**src/shared/temp_limit_pkg.sv**
```systemverilog
package temp_limit_pkg;

   // Register pointer values that select each register.
   localparam logic [7:0] PTR_CAPS = 8'h00;
   localparam logic [7:0] PTR_CONFIG = 8'h01;
   localparam logic [7:0] PTR_UPPER = 8'h02;
   localparam logic [7:0] PTR_LOWER = 8'h03;
   localparam logic [7:0] PTR_CRIT = 8'h04;
   localparam logic [7:0] PTR_TEMP = 8'h05;
   localparam logic [7:0] PTR_MAKER = 8'h06;
   localparam logic [7:0] PTR_PART = 8'h07;
   localparam logic [7:0] PTR_RES = 8'h08;

   // Data widths and field positions of the temperature words.
   localparam int REG_W = 16;
   localparam int TEMP_MSB = 12;
   localparam int CMP_LSB = 2;
   localparam int CMP_W = TEMP_MSB - CMP_LSB + 1;
   localparam int CRIT_BIT = 15;
   localparam int UPPER_BIT = 14;
   localparam int LOWER_BIT = 13;

   // Reset values of the writable registers and of the measured temperature.
   localparam logic [15:0] LIMIT_RESET = 16'h0000;
   localparam logic [12:0] TEMP_RESET = 13'h0000;
   localparam logic [1:0] RES_RESET = 2'h1;
   localparam logic [1:0] HYST_RESET = 2'h0;

   // Bits of a limit register that hold data; the rest read as zero.
   localparam logic [15:0] LIMIT_MASK = 16'h1ffc;

   // Resolution register layout: select in bits 4:3, bits 2:0 read one.
   localparam int RES_LSB = 3;
   localparam logic [2:0] RES_ONES = 3'h7;

   // Conversion period, printed in milliseconds, and the core clock rate.
   localparam int CONV_TIME_MS = 100;
   localparam int CLK_HZ = 50_000_000;
   localparam int CONV_CYCLES = CONV_TIME_MS * (CLK_HZ / 1000);

   // One register access as the serial bus front end hands it over.
   typedef struct packed {
      logic ptr_load;
      logic wr;
      logic rd;
      logic [15:0] data;
   } reg_req_t;

   // The three status flags: critical and the upper and lower window flags.
   typedef struct packed {
      logic critical;
      logic upper;
      logic lower;
   } zone_flags_t;

   // Hysteresis in quarter degrees for each select code: 0, 1.5, 3, 6 degrees.
   function automatic logic signed [11:0] hyst_quarters(input logic [1:0] sel);
      logic signed [11:0] q;
      q = 12'sh000;
      unique case (sel)
         2'h0: q = 12'sh000;
         2'h1: q = 12'sh006;
         2'h2: q = 12'sh00c;
         2'h3: q = 12'sh018;
      endcase
      return q;
   endfunction

   // Bits of the measurement that the selected resolution keeps.
   function automatic logic [12:0] res_mask(input logic [1:0] sel);
      logic [12:0] m;
      m = 13'h1ffc;
      unique case (sel)
         2'h0: m = 13'h1ff8;
         2'h1: m = 13'h1ffc;
         2'h2: m = 13'h1ffe;
         2'h3: m = 13'h1fff;
      endcase
      return m;
   endfunction

endpackage

```
**src/verilog/conv_period_timer.sv**
```systemverilog
`timescale 1ns/10ps
`default_nettype none

// Issues a one-cycle start pulse at the top of every conversion period.
module conv_period_timer #(
   parameter int PERIOD = temp_limit_pkg::CONV_CYCLES
) (
   // Clock, reset and enable.
   input wire logic core_clk,
   input wire logic rst_n,
   input wire logic clk_en,
   // Start of a new conversion.
   output logic start
);

   localparam int CW = $clog2(PERIOD + 1);
   localparam logic [CW-1:0] LAST = CW'(PERIOD - 1);

   logic [CW-1:0] count_q; // Cycles elapsed in the current period.
   logic [CW-1:0] count_d;
   logic start_q; // Registered start pulse.
   logic start_d;

   // Wrap the counter once per period and pulse at the wrap.
   always_comb begin
      start_d = 1'b0;
      count_d = count_q + CW'(1);
      if (count_q == LAST) begin
         count_d = '0;
         start_d = 1'b1;
      end
   end

   // Registers, frozen while the clock enable is low.
   always_ff @(posedge core_clk or negedge rst_n) begin
      if (!rst_n) begin
         count_q <= '0;
         start_q <= 1'b0;
      end else if (clk_en) begin
         count_q <= count_d;
         start_q <= start_d;
      end
   end

   assign start = start_q;

endmodule

`default_nettype wire

```
**src/verilog/window_flag_cmp.sv**
```systemverilog
`timescale 1ns/10ps
`default_nettype none

// One status flag with hysteresis on its clearing side when UPPER is high, on its setting side when UPPER is low.
// UPPER high: sets above the threshold, clears at or below threshold minus hysteresis.
// UPPER low: sets below threshold minus hysteresis, clears at or above the threshold.
module window_flag_cmp #(
   parameter bit UPPER = 1'b1
) (
   // Clock, reset and enable.
   input wire logic core_clk,
   input wire logic rst_n,
   input wire logic clk_en,
   // Evaluation strobe and operands, bits 12:2 of each word.
   input wire logic update,
   input wire logic signed [10:0] value,
   input wire logic signed [10:0] threshold,
   input wire logic signed [11:0] hyst,
   // Flag state.
   output logic flag
);

   logic flag_q; // Current flag.
   logic flag_d;
   logic signed [11:0] v_ext; // Sign-extended operands avoid overflow.
   logic signed [11:0] thr_ext;
   logic signed [11:0] thr_low;

   // Decide the next flag value only when a new result arrives.
   always_comb begin
      v_ext = {value[10], value};
      thr_ext = {threshold[10], threshold};
      thr_low = thr_ext - hyst;
      flag_d = flag_q;
      if (update) begin
         if (UPPER) begin
            if (v_ext > thr_ext) begin
               flag_d = 1'b1;
            end else if (v_ext <= thr_low) begin
               flag_d = 1'b0;
            end
         end else begin
            if (v_ext < thr_low) begin
               flag_d = 1'b1;
            end else if (v_ext >= thr_ext) begin
               flag_d = 1'b0;
            end
         end
      end
   end

   // Flag register, frozen while the clock enable is low.
   always_ff @(posedge core_clk or negedge rst_n) begin
      if (!rst_n) begin
         flag_q <= 1'b0;
      end else if (clk_en) begin
         flag_q <= flag_d;
      end
   end

   assign flag = flag_q;

endmodule

`default_nettype wire

```
**src/verilog/temp_limit_compare_regs.sv**
```systemverilog
`timescale 1ns/10ps
`default_nettype none

// Notes on behaviour
// - Limits and temperature are two's complement.
// - Bit 12 sign, bit 2 weighs quarter degree.
// - Compare only bits 12 down to 2.
// - Finer resolutions show extra bits, others zero.
// - Alert on crossing upper limit either way.
// - Window lock makes upper, lower limits read-only.
// - Alert on crossing lower limit either way.
// - Critical alert until at or below limit-hysteresis.
// - Critical lock makes critical limit read-only.
// - Bit 15 shows critical, clears with hysteresis.
// - Bit 14 upper flag, clears with hysteresis.
// - Bit 13 lower flag, sets with hysteresis.
// - Hysteresis magnitude applies on clearing side only; the lower flag here applies it on its setting side.
// - Resolution register bits 4:3, resets 000F.
// - Written resolution also appears in capabilities; capabilities reads as zero here.
// - Each conversion finishes within 100 ms.
// - Fixed maker identification register.
// - Part code upper byte, revision lower byte.
// - Hysteresis select ignored while any lock set.
// - Pointer selects register for later accesses.
module temp_limit_compare_regs #(
   parameter int CONV_CYCLES = temp_limit_pkg::CONV_CYCLES,
   parameter logic [15:0] MAKER_CODE = 16'h1234, // Arbitrary value.
   parameter logic [15:0] PART_REV = 16'h5a01 // Arbitrary value.
) (
   // Clock, reset and enable.
   input wire logic core_clk,
   input wire logic rst_n,
   input wire logic clk_en,
   // Register access from the serial bus front end.
   input wire temp_limit_pkg::reg_req_t req,
   output logic [15:0] rd_data,
   output logic rd_valid,
   // Configuration bits held outside this block.
   input wire logic hyst_wr,
   input wire logic [1:0] hyst_sel_in,
   input wire logic critical_lock,
   input wire logic window_lock,
   input wire logic alert_enable,
   // Converter side.
   output logic conv_start,
   input wire logic conv_valid,
   input wire logic [12:0] conv_data,
   // Status and alert outputs.
   output logic [1:0] resolution_select,
   output logic [1:0] hyst_sel,
   output temp_limit_pkg::zone_flags_t zone_flags,
   output logic window_alert,
   output logic critical_alert
);

   // Register state.
   logic [7:0] register_pointer_q; // Selected register for later accesses.
   logic [7:0] register_pointer_d;
   logic [15:0] upper_q; // Upper window limit.
   logic [15:0] upper_d;
   logic [15:0] lower_q; // Lower window limit.
   logic [15:0] lower_d;
   logic [15:0] crit_q; // Critical limit.
   logic [15:0] crit_d;
   logic [1:0] res_q; // Resolution select.
   logic [1:0] res_d;
   logic [1:0] hyst_q; // Hysteresis select.
   logic [1:0] hyst_d;
   logic [15:0] rd_data_q; // Read data holds until the next read.
   logic [15:0] rd_data_d;
   logic rd_valid_q; // One-cycle read answer.
   logic rd_valid_d;

   // Measurement state.
   logic [12:0] temp_q; // Latest conversion result, resolution-masked.
   logic [12:0] temp_d;
   logic update_q; // Comparators evaluate one cycle after capture.
   logic update_d;
   logic eval_q; // Flags are settled one cycle after that.
   logic eval_d;
   logic [1:0] window_prev_q; // Window flags before the last evaluation.
   logic [1:0] window_prev_d;
   logic window_alert_q; // Pulse on a window flag change.
   logic window_alert_d;

   // Comparator results.
   logic flag_crit;
   logic flag_upper;
   logic flag_lower;
   logic signed [11:0] hyst_amount; // Hysteresis in quarter degrees.
   logic any_lock; // Either lock bit set.

   assign hyst_amount = temp_limit_pkg::hyst_quarters(hyst_q);
   assign any_lock = critical_lock | window_lock;

   // Register pointer, limit, resolution and hysteresis updates.
   always_comb begin
      register_pointer_d = register_pointer_q;
      upper_d = upper_q;
      lower_d = lower_q;
      crit_d = crit_q;
      res_d = res_q;
      hyst_d = hyst_q;
      // The pointer is write-only: the host can load it but never read it back.
      if (req.ptr_load) begin
         register_pointer_d = req.data[7:0];
      end
      // Writes land in the register that the pointer selects.
      if (req.wr) begin
         unique case (register_pointer_q)
            temp_limit_pkg::PTR_UPPER: begin
               if (!window_lock) begin
                  upper_d = req.data & temp_limit_pkg::LIMIT_MASK;
               end
            end
            temp_limit_pkg::PTR_LOWER: begin
               if (!window_lock) begin
                  lower_d = req.data & temp_limit_pkg::LIMIT_MASK;
               end
            end
            temp_limit_pkg::PTR_CRIT: begin
               if (!critical_lock) begin
                  crit_d = req.data & temp_limit_pkg::LIMIT_MASK;
               end
            end
            temp_limit_pkg::PTR_RES: begin
               res_d = req.data[temp_limit_pkg::RES_LSB +: 2];
            end
            default: begin
               // Read-only and unmapped registers ignore writes.
            end
         endcase
      end
      // Hysteresis changes are refused while a lock is set.
      if (hyst_wr && !any_lock) begin
         hyst_d = hyst_sel_in;
      end
   end

   // Read multiplexer; the answer is registered for one cycle.
   always_comb begin
      rd_data_d = rd_data_q;
      rd_valid_d = 1'b0;
      if (req.rd) begin
         rd_valid_d = 1'b1;
         unique case (register_pointer_q)
            temp_limit_pkg::PTR_UPPER: begin
               rd_data_d = upper_q;
            end
            temp_limit_pkg::PTR_LOWER: begin
               rd_data_d = lower_q;
            end
            temp_limit_pkg::PTR_CRIT: begin
               rd_data_d = crit_q;
            end
            temp_limit_pkg::PTR_TEMP: begin
               // Flags on top, masked measurement below.
               rd_data_d = {flag_crit, flag_upper, flag_lower, temp_q};
            end
            temp_limit_pkg::PTR_MAKER: begin
               rd_data_d = MAKER_CODE;
            end
            temp_limit_pkg::PTR_PART: begin
               rd_data_d = PART_REV;
            end
            temp_limit_pkg::PTR_RES: begin
               rd_data_d = {11'h000, res_q, temp_limit_pkg::RES_ONES};
            end
            default: begin
               // Registers outside this block read as zero here.
               rd_data_d = 16'h0000;
            end
         endcase
      end
   end

   // Register file flip-flops, frozen while the clock enable is low.
   always_ff @(posedge core_clk or negedge rst_n) begin
      if (!rst_n) begin
         register_pointer_q <= 8'h00;
         upper_q <= temp_limit_pkg::LIMIT_RESET;
         lower_q <= temp_limit_pkg::LIMIT_RESET;
         crit_q <= temp_limit_pkg::LIMIT_RESET;
         res_q <= temp_limit_pkg::RES_RESET;
         hyst_q <= temp_limit_pkg::HYST_RESET;
         rd_data_q <= 16'h0000;
         rd_valid_q <= 1'b0;
      end else if (clk_en) begin
         register_pointer_q <= register_pointer_d;
         upper_q <= upper_d;
         lower_q <= lower_d;
         crit_q <= crit_d;
         res_q <= res_d;
         hyst_q <= hyst_d;
         rd_data_q <= rd_data_d;
         rd_valid_q <= rd_valid_d;
      end
   end

   // Capture results and sequence the evaluation that follows.
   always_comb begin
      temp_d = temp_q;
      update_d = 1'b0;
      eval_d = update_q;
      window_prev_d = window_prev_q;
      window_alert_d = 1'b0;
      if (conv_valid) begin
         // Unselected finer bits are stored as zero.
         temp_d = conv_data & temp_limit_pkg::res_mask(res_q);
         update_d = 1'b1;
      end
      if (update_q) begin
         window_prev_d = {flag_upper, flag_lower};
      end
      // A change of either window flag, in either direction, is an alert.
      if (eval_q && ({flag_upper, flag_lower} != window_prev_q)) begin
         window_alert_d = alert_enable;
      end
   end

   // Measurement flip-flops, frozen while the clock enable is low.
   always_ff @(posedge core_clk or negedge rst_n) begin
      if (!rst_n) begin
         temp_q <= temp_limit_pkg::TEMP_RESET;
         update_q <= 1'b0;
         eval_q <= 1'b0;
         window_prev_q <= 2'h0;
         window_alert_q <= 1'b0;
      end else if (clk_en) begin
         temp_q <= temp_d;
         update_q <= update_d;
         eval_q <= eval_d;
         window_prev_q <= window_prev_d;
         window_alert_q <= window_alert_d;
      end
   end

   // Critical comparator, compared on bits 12:2 only.
   window_flag_cmp #(
      .UPPER(1'b1)
   ) u_crit_cmp (
      .core_clk(core_clk),
      .rst_n(rst_n),
      .clk_en(clk_en),
      .update(update_q),
      .value(temp_q[12:2]),
      .threshold(crit_q[12:2]),
      .hyst(hyst_amount),
      .flag(flag_crit)
   );

   // Upper window comparator.
   window_flag_cmp #(
      .UPPER(1'b1)
   ) u_upper_cmp (
      .core_clk(core_clk),
      .rst_n(rst_n),
      .clk_en(clk_en),
      .update(update_q),
      .value(temp_q[12:2]),
      .threshold(upper_q[12:2]),
      .hyst(hyst_amount),
      .flag(flag_upper)
   );

   // Lower window comparator; hysteresis sits on its setting side.
   window_flag_cmp #(
      .UPPER(1'b0)
   ) u_lower_cmp (
      .core_clk(core_clk),
      .rst_n(rst_n),
      .clk_en(clk_en),
      .update(update_q),
      .value(temp_q[12:2]),
      .threshold(lower_q[12:2]),
      .hyst(hyst_amount),
      .flag(flag_lower)
   );

   // Conversion period timer.
   conv_period_timer #(
      .PERIOD(CONV_CYCLES)
   ) u_conv_timer (
      .core_clk(core_clk),
      .rst_n(rst_n),
      .clk_en(clk_en),
      .start(conv_start)
   );

   // Outputs, all from flip-flops.
   assign rd_data = rd_data_q;
   assign rd_valid = rd_valid_q;
   assign resolution_select = res_q;
   assign hyst_sel = hyst_q;
   assign zone_flags.critical = flag_crit;
   assign zone_flags.upper = flag_upper;
   assign zone_flags.lower = flag_lower;
   assign window_alert = window_alert_q;
   assign critical_alert = flag_crit;

endmodule

`default_nettype wire

```
**config.mk**
```make
export PLATFORM = sky130hd
export DESIGN_NAME = temp_limit_compare_regs
export DESIGN_NICKNAME = d
export VERILOG_FILES = /design/src/shared/temp_limit_pkg.sv /design/src/verilog/conv_period_timer.sv /design/src/verilog/window_flag_cmp.sv /design/src/verilog/temp_limit_compare_regs.sv
export SDC_FILE = /design/constraint.sdc
export NUM_CORES = 1
export LEC_CHECK = 0
export BUFFER_PORTS_ARGS = -buffer_cell sky130_fd_sc_hd__buf_4
export CAP_MARGIN = 10
export CORE_MARGIN = 2
export CORE_UTILIZATION = 40
export CTS_CLUSTER_DIAMETER = 80
export DETAILED_ROUTE_END_ITERATION = 6
export SETUP_SLACK_MARGIN = 0.15
export SLEW_MARGIN = 30
export SYNTH_ARGS = -nofsm -noshare
export SYNTH_HDL_FRONTEND = slang
export SYNTH_SLANG_ARGS = --single-unit
```
**constraint.sdc**
```tcl
create_clock -name core_clk -period 7.75 [get_ports core_clk]
set_clock_uncertainty 0.15 [all_clocks]
set_input_delay 1.55 -clock core_clk [delete_from_list [all_inputs] [get_ports core_clk]]
set_output_delay 1.55 -clock core_clk [all_outputs]
set_load 0.01 [all_outputs]
```
### Word level (Yosys, flattened, before mapping)

Index checks and enable logic that the tools add are counted.

| storage, ports and cells | value |
|---|---|
| word-level logic and storage cells | 82 |
| output and inout port bits | 27 |
| flip-flop bits (word level) | 107 |
| input port bits | 42 |

| operators by class | value |
|---|---|
| reductions and logical operators | 20 |
| $lt $le $gt $ge | 6 |
| add/sub/neg operators | 4 |
| muxes and demuxes | 15 |
| equality and inequality tests | 15 |
| bitwise gates (word level) | 4 |

Operators by type and width:

| operator | number |
|---|---|
| 16-bit case mux with 7 select lines | 1 |
| 13-bit case mux with 4 select lines | 1 |
| 12-bit case mux with 4 select lines | 1 |
| 11-bit by 12-bit subtractor with 12-bit output | 3 |
| 8-bit by 3-bit equality test with 1-bit output, second input constant | 4 |
| 11-bit by 12-bit less-or-equal comparator with 1-bit output | 2 |
| 23-bit by 1-bit adder with 23-bit output, second input constant | 1 |
| 23-bit equality test, second input constant | 1 |
| 23-bit 2-to-1 mux | 1 |
| 11-bit > comparator | 2 |
| 8-bit by 2-bit equality test with 1-bit output, second input constant | 2 |
| 13-bit AND | 1 |
| 13-bit 2-to-1 mux | 1 |
| 11-bit by 12-bit less-than comparator with 1-bit output | 1 |
| 3-bit AND reduction | 4 |
| 4-bit AND reduction | 3 |
| 11-bit >= comparator | 1 |
| 1-bit 2-to-1 mux | 10 |
| 2-bit AND reduction | 5 |
| 2-bit equality test, second input constant | 4 |
| 8-bit by 4-bit equality test with 1-bit output, second input constant | 1 |
| 2-bit nonzero test | 3 |
| 2-bit by 1-bit equality test with 1-bit output, second input constant | 2 |
| 2-bit zero test | 2 |
| other kinds (5) | 7 |

### Depth between registers and ports, before layout

Gate-level depths: netlist of run 1.

| depth | value |
|---|---|
| word-level depth | 6 |
| mapped depth | 16 |
| gate-level depth less buffers | 16 |

### Hierarchy

A second synthesis of run 1 with hierarchy kept.

| second synthesis, totals | value |
|---|---|
| cells, all modules | 860 |
| area, all modules | 8211.6 um^2 |

By module, submodules not included:

| module | cells an instance | area each (um^2) | instances | seq. area each (um^2) |
|---|---|---|---|---|
| temp_limit_compare_regs | 290 | 3636.0 | 1 | 2003.2 |
| conv_period_timer | 120 | 1219.9 | 1 | 600.6 |
| window_flag_cmp (u_upper_cmp) | 155 | 1151.1 | 1 | 25.0 |
| window_flag_cmp (u_lower_cmp) | 150 | 1118.6 | 1 | 25.0 |
| window_flag_cmp (u_crit_cmp) | 145 | 1086.0 | 1 | 25.0 |

### Worst setup path after synthesis of run 1

No wires, ideal clock.

| timing | value |
|---|---|
| kind | reg2reg |
| start point | register hyst_q[0] (netlist: hyst_sel[0]) |
| end point | register u_crit_cmp.flag_q (netlist: u_crit_cmp.flag) |
| slack | 4349 ps |
| stages on the path, launching flop included | 15 |
| arrival time | 3108 ps |
| data required time | 7456 ps |
| period minus slack after synthesis | 3401 ps |
| path through | dfrtp_1 > inv_1 > ha_1 > inv_1 > fa_1 > nor2b_1 > o21ai_0 > nand3b_1 > nor3_1 > a21oi_1 > ha_1 > inv_1 > or4_1 > a2111oi_0 > o32ai_1 |

| on the way | value |
|---|---|
| cells in the longest elaborated chain, start to end | 6 |

RTL lines:

| item | RTL line | RTL |
|---|---|---|
| start, declared | temp_limit_compare_regs.sv:67 | `logic [1:0] hyst_q;` |
| start signal, assigned | temp_limit_compare_regs.sv:185 | `hyst_q <= temp_limit_pkg::HYST_RESET;` |
| start signal, assigned | temp_limit_compare_regs.sv:194 | `hyst_q <= hyst_d;` |
| 2-bit equality test, or another cell as far along | temp_limit_pkg.sv:60 | `unique case (sel)` |
| 12-bit case mux with 4 select lines (*) | temp_limit_pkg.sv:60 |  |
| 11-bit by 12-bit subtractor with 12-bit output (*) | window_flag_cmp.sv:33 | `thr_low = thr_ext - hyst;` |
| 11-bit by 12-bit less-or-equal comparator with 1-bit output (*) | window_flag_cmp.sv:39 | `end else if (v_ext <= thr_low) begin` |
| 2-bit nonzero test (no source line) (*) | -- |  |
| 3-bit AND reduction (no source line) (*) | -- |  |
| end signal, assigned | window_flag_cmp.sv:57 | `flag_q <= flag_d;` |
| end, declared | window_flag_cmp.sv:23 | `logic flag_q;` |

Mark *: on every way between the ends. The rest lies on a longest branch, timed or not. The select of a mux whose other input is x is not followed.
A chain may end at the register's enable or synchronous reset.

### Final worst setup path of run 1

Ends and elaborated chain as after synthesis.

==> metrics.csv, run 1 <==
metric,value,unit
vias,5738,
cell taking the most area after synthesis,dfrtp_1,
initial antenna violation count,0,
GR Util All Layers,21.3,%
met2 Track Usage GR,33.8,%
Total Neg Setup Slack,0,ns
Yosys top cell area share,37.7,%
post-layout net count,903,
most common cell in the netlist,dfrtp_1,
clk slew on worst S/H paths,0.08,ns
synth warn,0,
layout cells sized above 1,16.3,%
post-cts hold buffer count,0,
Least-Margin Pin Slew,0.860,ns
fin cells,1006,
final core utilization,46.7,%
Slew HR,42.5,%
"Slew Viols, Final",0,
Max clock buf depth,2,
Placement Rows,48,
n_diodes,0,
sequential element share of the synthesized area,38.1,%
status,"complete, no violations",
wire per inst,18.9,um
number of antenna-violating nets in the routed design,0,
Post-synth ARST share,100,%
Crit path top cell by count,ha_1,
vias per inst,5.70,
crit-path cells,inv_1 -> ha_1 -> nor2_1 -> ha_1 -> nor2b_1 -> o21ai_0 -> nand3b_1 -> nor3_1 -> a21oi_1 -> ha_1 -> inv_1 -> or4_1 -> a2111oi_0 -> o32ai_1,
Synth Area per Inst,9.75,um2
cell count after placement,990,
Synthesized Nets,848,
area delta synth->final,14.5,%
Post-Syn Instances,721,
CTS root buf,clkbuf_16,
CTS tree,built,
Worst-Skew Late Latency,0.37,ns
die footprint,18700,um2
Synth cell types,64,
final hold vios,0,
TritonCTS buffer count,9,
Finish-stage setup viols,0,
Worst Hold Class,flop to flop,
largest net degree at the start of global routing,57,
synthesized area,7030,um2
crit path max fanout,4,
H-tree level count,3,
GR peak layer,met2,
drt initial violations,325,
#FFs+latches synth,107,
Routed Wire Length,19000,um
cts repair resizes,0,
WP data required,7.82,ns
Die Span Y,137,um
largest cells by area after synthesis,"dfrtp_1 (38%), ha_1 (15%), xnor2_1 (4.0%)",
vias in the first global route,5768,
Post-synth EDFFs,0,
drt first pass iters,5,
Peak VDD IR,0.000115,V
met1 Usage GRT,29.8,%
Fmax achieved,249,MHz
Ports,69,
Setup CP Type,flop to flop,
Pwr Density,219,nW/um2
DIE WIDTH,137,um
# Max-Cap Violations,0,
leak pwr,3.73,nW
Setup crit start kind,flop,
critical path's top delay family,simple AND/OR/NAND/NOR gates,
CTS Sinks,107,
ys flop type,dfrtp_1,
Buffers on Ports,65,
Commonest cells post-synth,"dfrtp_1 (106), ha_1 (82), nand2_1 (69), inv_1 (51), o21ai_0 (46)",
Worst path max stage delay,0.46,ns
CP bufs+invs,2,
GRT overflow,0,
met3 Usage GRT,3.19,%
gpl congestion,0.908,
first-pass GRT wire length,30500,um
number of remaining DRC errors,0,
post-CTS setup buffer count,0,
CORE AREA,17200,um2
RSZ-0062 raised after global routing,false,
Worst setup EP type,flop,
Worst Path Arrival,4.09,ns
Initial Utilization,40.8,%
slowest CP cell,or4_1,
dpl hpwl,14500,um
period utilisation layout,51.9,%
Tmin final,4.02,ns
## placed cells by master (no fill, tap or decap), drive strengths merged, types with 27 or more instances in the layout
cell / netlist / layout
o21ai: 66 / 66
ha: 82 / 82
inv: 51 / 55
a21oi: 27 / 27
xnor2: 32 / 32
buf: 6 / 67
nor2: 30 / 30
dfrtp: 106 / 106
mux2: 35 / 35
nand2: 69 / 69
## kinds of logic after synthesis
group | synth area share, %
fa+ha+maj | 15.4
simple gates | 16.6
mux | 6.14
xor+xnor | 5.48
flops | 38.1
buf+inv | 4.25
compound gates | 14.0
## path summary, 6_finish.rpt
kind / startpoint / end / slack [ns] / cells after the start
worst max-delay path: hyst_sel[0] / u_crit_cmp.flag / 3.73 / 14
worst min-delay path: rd_data[9] / rd_data[9] / 0.34 / 2
worst max register to register: hyst_sel[0] / u_crit_cmp.flag / 3.73 / 14
worst min register to register: rd_data[9] / rd_data[9] / 0.34 / 2
max in group asynchronous: rst_n / rd_data[11] / 5.18 / 2
min in group asynchronous: rst_n / temp_q[9] / 1.07 / 1
## through the flow
step	power [W]	instance area [um2]	worst slack [ns]	hold WS, ns
CTS	0.00177	8040	3.73	0.340
global placement	0.00125	7710	3.88	0.306
floorplan	0.00108	7030	4.35	0.292
detailed placement	0.00126	7720	3.73	0.320
global route	0.00188	8050	3.31	0.363
finish	0.00176	8050	3.73	0.337
## sequential cells by signal, indices dropped and copies added, names as in the netlist
| signal | flops |
|---|---|
| u_upper_cmp.flag | 1 |
| u_conv_timer.start | 1 |
| upper_q | 11 |
| rd_valid | 1 |
| eval_d | 1 |
| u_crit_cmp.flag | 1 |
| crit_q | 11 |
| register_pointer_q | 8 |
| rd_data | 16 |
| window_alert | 1 |
| resolution_select | 2 |
| temp_q | 13 |
| hyst_sel | 2 |
| window_prev_q | 2 |
| u_lower_cmp.flag | 1 |
| eval_q | 1 |
| u_conv_timer.count_q | 23 |
| lower_q | 11 |
## metal layers
layer / vias to the layer above / part of all wire [%] / wire [um]
li1: 2725 / - / -
met2: 153 / 46 / 8690
met1: 2838 / 48 / 9180
met4: 0 / 1.9 / 369
met3: 22 / 4.2 / 798
met5: - / 0 / 0
## power breakdown
| part | total, W | internal (W) | switching [W] |
|---|---|---|---|
| combinational | 0.000546 | 0.000253 | 0.000294 |
| sequential | 0.000716 | 0.000616 | 0.0000999 |
| clock | 0.000501 | 0.000260 | 0.000241 |
## worst min-delay path: cells and delay by family, from the launching register on
kind	cells	cell delay, ns
flops	1	0.35
simple gates	1	0.05
compound gates	1	0.06
## area by class of cell
type,count,area (um2)
Tap cell,225,282
Multi-Input combinational cell,540,4080
Timing Repair Buffer,67,503
Sequential cell,107,2680
Fill cell,1615,9180
Inverter,51,191
Clock buffer,9,225
Clock inverter,7,91.3
No activity file was read; power rests on OpenSTA's default activity.
==> inputs of run 2 (changes only) <==
==> constraint.sdc (replaced) <==
create_clock -name core_clk -period 3.8 [get_ports core_clk]
set_clock_uncertainty 0.15 [all_clocks]
set_input_delay 0.76 -clock core_clk [delete_from_list [all_inputs] [get_ports core_clk]]
set_output_delay 0.76 -clock core_clk [all_outputs]
set_load 0.01 [all_outputs]
==> run 2 against run 1 <==
Effect of this change: hold slack lost 0.048 ns; critical path type unchanged; cell count grew 1.4%; critical endpoint is now u_lower_cmp.flag; sequential share of layout area shrank 0.60 points; power grew 100%; largest power group unchanged; first-iteration DRC count grew 0.62%.
==> metrics.csv, run 2 (synthesis results as in run 1) <==
metric,value,unit,change
status,"complete, no violations",,
DIE WIDTH,137,um,unchanged
"Slew Viols, Final",0,,unchanged
TritonCTS buffer count,9,,unchanged
dpl hpwl,15000,um,+3.8%
Sw Ratio,36.8,%,+0.84 points
crit path max fanout,4,,unchanged
GR Util All Layers,21.7,%,+0.38 points
Finish-stage setup viols,0,,unchanged
Initial Utilization,40.8,%,unchanged
post-cts hold buffer count,0,,unchanged
vias in the first global route,5795,,+0.47%
Placement Rows,48,,unchanged
Die Span Y,137,um,unchanged
# Max-Cap Violations,0,,unchanged
Pint,0.00228,W,+100%
"commonest non-fill, non-tap cell in the layout",dfrtp_1,,
Buffers on Ports,65,,unchanged
RSZ-0062 raised after global routing,false,,
Tmin final,3.45,ns,-0.572 ns
drt initial violations,327,,+0.62%
Worst path max stage delay,0.46,ns,about the same
Total Neg Setup Slack,0,ns,unchanged
layout cells sized above 1,19.6,%,+3.4 points
GRT overflow,0,,unchanged
Worst setup EP type,flop,,
Peak VDD IR,0.000265,V,+130%
H-tree level count,3,,unchanged
vias,5696,,-0.73%
combinational share of power,32.5,%,+1.5 points
Setup CP Type,flop to flop,,
Worst Slack Setup Final,0.353,ns,-3.38 ns
Reg with most FFs,u_conv_timer.count_q,,
Clk pwr share,27.0,%,-1.4 points
drt first pass iters,5,,unchanged
Worst-Skew Late Latency,0.37,ns,about the same
die footprint,18700,um2,unchanged
CTS Sinks,107,,unchanged
initial antenna violation count,1,,+1
Slew HR,42.5,%,about the same
flip-flop count of the largest register after layout,23,,unchanged
number of antenna-violating nets in the routed design,0,,unchanged
Max clock buf depth,2,,unchanged
Routed Wire Length,19400,um,+2.1%
gpl congestion,0.886,,-2.5%
Seq pwr share,40.5,%,about the same
Worst Path Arrival,3.55,ns,-0.54 ns
CORE AREA,17200,um2,unchanged
CTS tree,built,,
crit-path cells,inv_2 -> ha_4 -> ha_1 -> inv_1 -> fa_2 -> a21oi_2 -> nor2b_1 -> nor2b_1 -> nand3_1 -> xnor2_1 -> ha_1 -> nand4_1 -> a211oi_1 -> o21ai_1 -> o211a_1 -> a221o_1,,
clk slew on worst S/H paths,0.08,ns,about the same
first-pass GRT wire length,30800,um,+1.1%
wire per inst,19.1,um,+0.71%
Ports,69,,unchanged
vias per inst,5.58,,-2.1%
slowest CP cell,dfrtp_2,,
n_diodes,0,,unchanged
CTS root buf,clkbuf_16,,
Least-Margin Pin Slew,0.860,ns,+0.000185 ns
post-layout net count,917,,+1.6%
largest net degree at the start of global routing,57,,unchanged
leak pwr,3.78,nW,+1.3%
WP data required,3.90,ns,-3.92 ns
Pwr Density,440,nW/um2,+100%
most frequent cells in the layout,"dfrtp_1 (104), buf_4 (81), ha_1 (79), nand2_1 (69), inv_1 (49)",,
number of remaining DRC errors,0,,unchanged
Fmax achieved,290,MHz,+17%
Worst Hold Class,input pin to asynchronous set/reset pin,,
period utilisation layout,90.7,%,+39 points
Setup crit start kind,flop,,
final hold vios,0,,unchanged
area delta synth->final,16.7,%,
NetSw,0.00133,W,+110%
Post-Place Setup Slack,-0.0186,ns,-3.75 ns
==> run 2: changes by cell type in the layout (fill, tap and decap cells not counted), moves of 3 or more <==
cell,change
buf_4,+14
ha_1,-3
nor3_2,+3
o21ai_0,-3
o21ai_1,+3
==> run 2: cell type report <==
type,instances,area [um2]
Clock buffer,9,225
Clock inverter,7,88.8
Fill cell,1636,9030
Inverter,51,191
Multi-Input combinational cell,540,4130
Sequential cell,107,2680
Tap cell,225,282
Timing Repair Buffer,81,608
==> run 2: path summary, 6_finish.rpt <==
check,from,end,slack (ns),cells after the start
setup reg to reg,hyst_sel[1],u_lower_cmp.flag,0.35,16
max in group asynchronous,rst_n,hyst_sel[0],2.32,2
hold reg to reg,u_conv_timer.start,u_conv_timer.start,0.34,1
hold / removal,rst_n,rd_data[11],0.29,1
min in group core_clk,u_conv_timer.start,u_conv_timer.start,0.34,1
setup / recovery,hyst_sel[1],u_lower_cmp.flag,0.35,16
==> run 2: metrics by stage <==
stage | std cells | hold WS [ns] | utilization (%) | area (um2) | power, W
final | 1020 | 0.289 | 47.6 | 8210 | 0.00361
after global routing | 1020 | 0.343 | 47.6 | 8210 | 0.00385
after CTS | 1018 | 0.315 | 47.1 | 8130 | 0.00360
after detailed placement | 1002 | 0.320 | 45.3 | 7800 | 0.00260
after global placement | 1002 | 0.308 | 45.3 | 7800 | 0.00257
after floorplan | 721 | 0.292 | - | 7030 | 0.00221
==> run 2: power by group through the flow <==
stage	clock, W	combinational, W	sequential, W
after detailed placement	0	0.00113	0.00147
after floorplan	0	0.000814	0.00139
final	0.000974	0.00117	0.00146
after global routing	0.00104	0.00133	0.00148
after global placement	0	0.00110	0.00147
after CTS	0.00100	0.00114	0.00145
==> run 2: repair_timing <==
item | in CTS | in global routing
buffers inserted | 0 | 2
hold endpoints to repair | 0 | 0
resized for setup | 4 | 21
pin swaps | 1 | 5
cloned | 0 | 0
setup endpoints to repair | 2 | 3
==> run 2: worst max-delay path, delay by kind of cell (launching register included) <==
kind	cells	cell delay, ns
AO/OA/AOI/OAI	5	0.93
XOR/XNOR	1	0.15
adder cells (fa/ha/maj)	4	0.97
buffers and inverters	2	0.15
flip-flops	1	0.46
AND/OR/NAND/NOR	4	0.52
==> run 2: per-layer routing <==
metal	track usage [%]	wire, um
met3	4.04	1110
met4	5.50	293
met2	35.4	9070
met1	29.6	8960
met5	0	0
==> inputs of run 3 (changes only) <==
--- a/config.mk
+++ b/config.mk
@@ -11,8 +11,10 @@
 export CORE_UTILIZATION = 40
 export CTS_CLUSTER_DIAMETER = 80
 export DETAILED_ROUTE_END_ITERATION = 6
+export RECOVER_POWER = 25
 export SETUP_SLACK_MARGIN = 0.15
 export SLEW_MARGIN = 30
 export SYNTH_ARGS = -nofsm -noshare
 export SYNTH_HDL_FRONTEND = slang
 export SYNTH_SLANG_ARGS = --single-unit
+export TNS_END_PERCENT = 100
==> run 3 against run 2 <==
Effect of this change: global-route usage unchanged; combinational power about the same; sequential cell count unchanged; first-iteration DRC count down 1.5%; largest power group unchanged; highest routed layer unchanged.
==> metrics.csv, run 3 (synthesis results as in run 1) <==
metric,value,unit,change
vias per inst,5.59,,+0.11%
Fmax achieved,290,MHz,about the same
area delta synth->final,16.6,%,
Reg with most FFs,u_conv_timer.count_q,,
leak pwr,3.77,nW,-0.20%
Initial Utilization,40.8,%,unchanged
hold slack,0.339,ns,+0.0500 ns
Max clock buf depth,2,,unchanged
"commonest non-fill, non-tap cell in the layout",dfrtp_1,,
Seq pwr share,40.5,%,about the same
Die Span Y,137,um,unchanged
Pint,0.00228,W,about the same
Placement Rows,48,,unchanged
CTS root buf,clkbuf_16,,
Ports,69,,unchanged
Setup CP Type,flop to flop,,
cell count after placement,1002,,unchanged
# Max-Cap Violations,0,,unchanged
post-cts hold buffer count,0,,unchanged
initial antenna violation count,1,,unchanged
Sw Ratio,36.8,%,about the same
layout cells sized above 1,19.4,%,-0.25 points
Worst-Skew Late Latency,0.37,ns,about the same
number of antenna-violating nets in the routed design,0,,unchanged
combinational share of power,32.5,%,about the same
vias in the first global route,5795,,unchanged
most frequent cells in the layout,"dfrtp_1 (104), ha_1 (79), buf_4 (78), nand2_1 (69), inv_1 (49)",,
Finish-stage setup viols,0,,unchanged
TritonCTS buffer count,9,,unchanged
clk slew on worst S/H paths,0.08,ns,about the same
Setup crit start kind,flop,,
NetSw,0.00133,W,about the same
CTS tree,built,,
dpl hpwl,15000,um,unchanged
"Slew Viols, Final",0,,unchanged
largest net degree at the start of global routing,57,,unchanged
flip-flop count of the largest register after layout,23,,unchanged
DIE WIDTH,137,um,unchanged
status,"complete, no violations",,
first-pass GRT wire length,30800,um,unchanged
die footprint,18700,um2,unchanged
n_diodes,0,,unchanged
Clk pwr share,27.0,%,about the same
GR Util All Layers,21.7,%,unchanged
final hold vios,0,,unchanged
Worst Hold Class,flop to flop,,
vias,5702,,+0.11%
CORE AREA,17200,um2,unchanged
number of remaining DRC errors,0,,unchanged
Worst Path Arrival,3.55,ns,about the same
drt initial violations,322,,-1.5%
fin cells,1020,,unchanged
Routed Wire Length,19400,um,about the same
final core utilization,47.6,%,-0.058 points
gpl congestion,0.886,,unchanged
GRT overflow,0,,unchanged
Worst setup EP type,flop,,
crit path max fanout,5,,+1
CTS Sinks,107,,unchanged
H-tree level count,3,,unchanged
Slew HR,7.14,%,-35 points
total power,0.00361,W,about the same
Peak VDD IR,0.000265,V,about the same
WP data required,3.90,ns,about the same
Buffers on Ports,65,,unchanged
drt first pass iters,5,,unchanged
Pwr Density,440,nW/um2,about the same
period utilisation layout,90.7,%,about the same
RSZ-0062 raised after global routing,false,,
Least-Margin Pin Slew,1.39,ns,+0.533 ns
wire per inst,19.1,um,about the same
post-layout net count,917,,unchanged
Tmin final,3.45,ns,+0.000988 ns
## run 3: cell count changes in the layout (fill, tap and decap cells not counted), sizes merged
cell / delta
clkbuf: +3
buf: -3
## run 3: power by group through the flow
| stage | clock [W] | sequential (W) | combinational [W] |
|---|---|---|---|
| 3_3_place_gp | 0 | 0.00147 | 0.00110 |
| 4_1_cts | 0.00100 | 0.00145 | 0.00114 |
| 5_1_grt | 0.00104 | 0.00148 | 0.00133 |
| 6_report | 0.000974 | 0.00146 | 0.00117 |
| 3_5_place_dp | 0 | 0.00147 | 0.00113 |
| 2_1_floorplan | 0 | 0.00139 | 0.000814 |
## run 3: final timing paths
path,from,end,slack (ns),cells past startpoint
worst min-delay path,u_conv_timer.start,u_conv_timer.start,0.34,1
worst max register to register,hyst_sel[0],u_lower_cmp.flag,0.35,15
max in group asynchronous,rst_n,hyst_sel[0],1.82,2
worst min register to register,u_conv_timer.start,u_conv_timer.start,0.34,1
min in group asynchronous,rst_n,rd_data[11],0.56,1
worst max-delay path,hyst_sel[0],u_lower_cmp.flag,0.35,15
## run 3: through the flow
stage | instance area, um2 | TNS (ns) | setup slack (ns)
6_report | 8200 | 0 | 0.352
3_5_place_dp | 7800 | -0.0186 | -0.0186
5_1_grt | 8200 | 0 | 0.150
3_3_place_gp | 7800 | 0 | 0.0486
4_1_cts | 8130 | 0 | 0.151
2_1_floorplan | 7030 | 0 | 0.399
## run 3: final cells by class
| class | count | area, um2 |
|---|---|---|
| fill | 1640 | 9040 |
| multi-input combinational | 540 | 4130 |
| sequential | 107 | 2680 |
| timing repair buffer | 81 | 598 |
| tap | 225 | 282 |
| clock buffer | 9 | 225 |
| inverter | 51 | 191 |
| clock inverter | 7 | 88.8 |
## run 3: routing by layer
layer | global-route usage (%) | vias to the layer above | part of all wire (%)
met2 | 35.4 | 139 | 47
met4 | 5.50 | 0 | 1.5
met3 | 4.04 | 21 | 5.5
li1 | - | 2746 | -
met5 | 0 | - | 0
met1 | 29.6 | 2796 | 46
## run 3: repair_timing
action                     4_1_cts  5_1_grt
resized for setup                4       21
buffers inserted                 0        2
pin swaps                        1        5
setup endpoints to repair        2        3
## run 3: worst max-delay path, stage by stage, from the launching register on
cell and delay, ns:
dfrtp_2 0.45, inv_1 0.13, ha_4 0.25, ha_1 0.28, nor2b_1 0.13, o21a_1 0.17
o21ai_0 0.14, buf_4 0.15, nand3_1 0.09, xnor2_1 0.15, ha_1 0.28, nand4_1 0.16
a211oi_1 0.24, o21ai_1 0.12, o211a_1 0.14, a221o_1 0.30
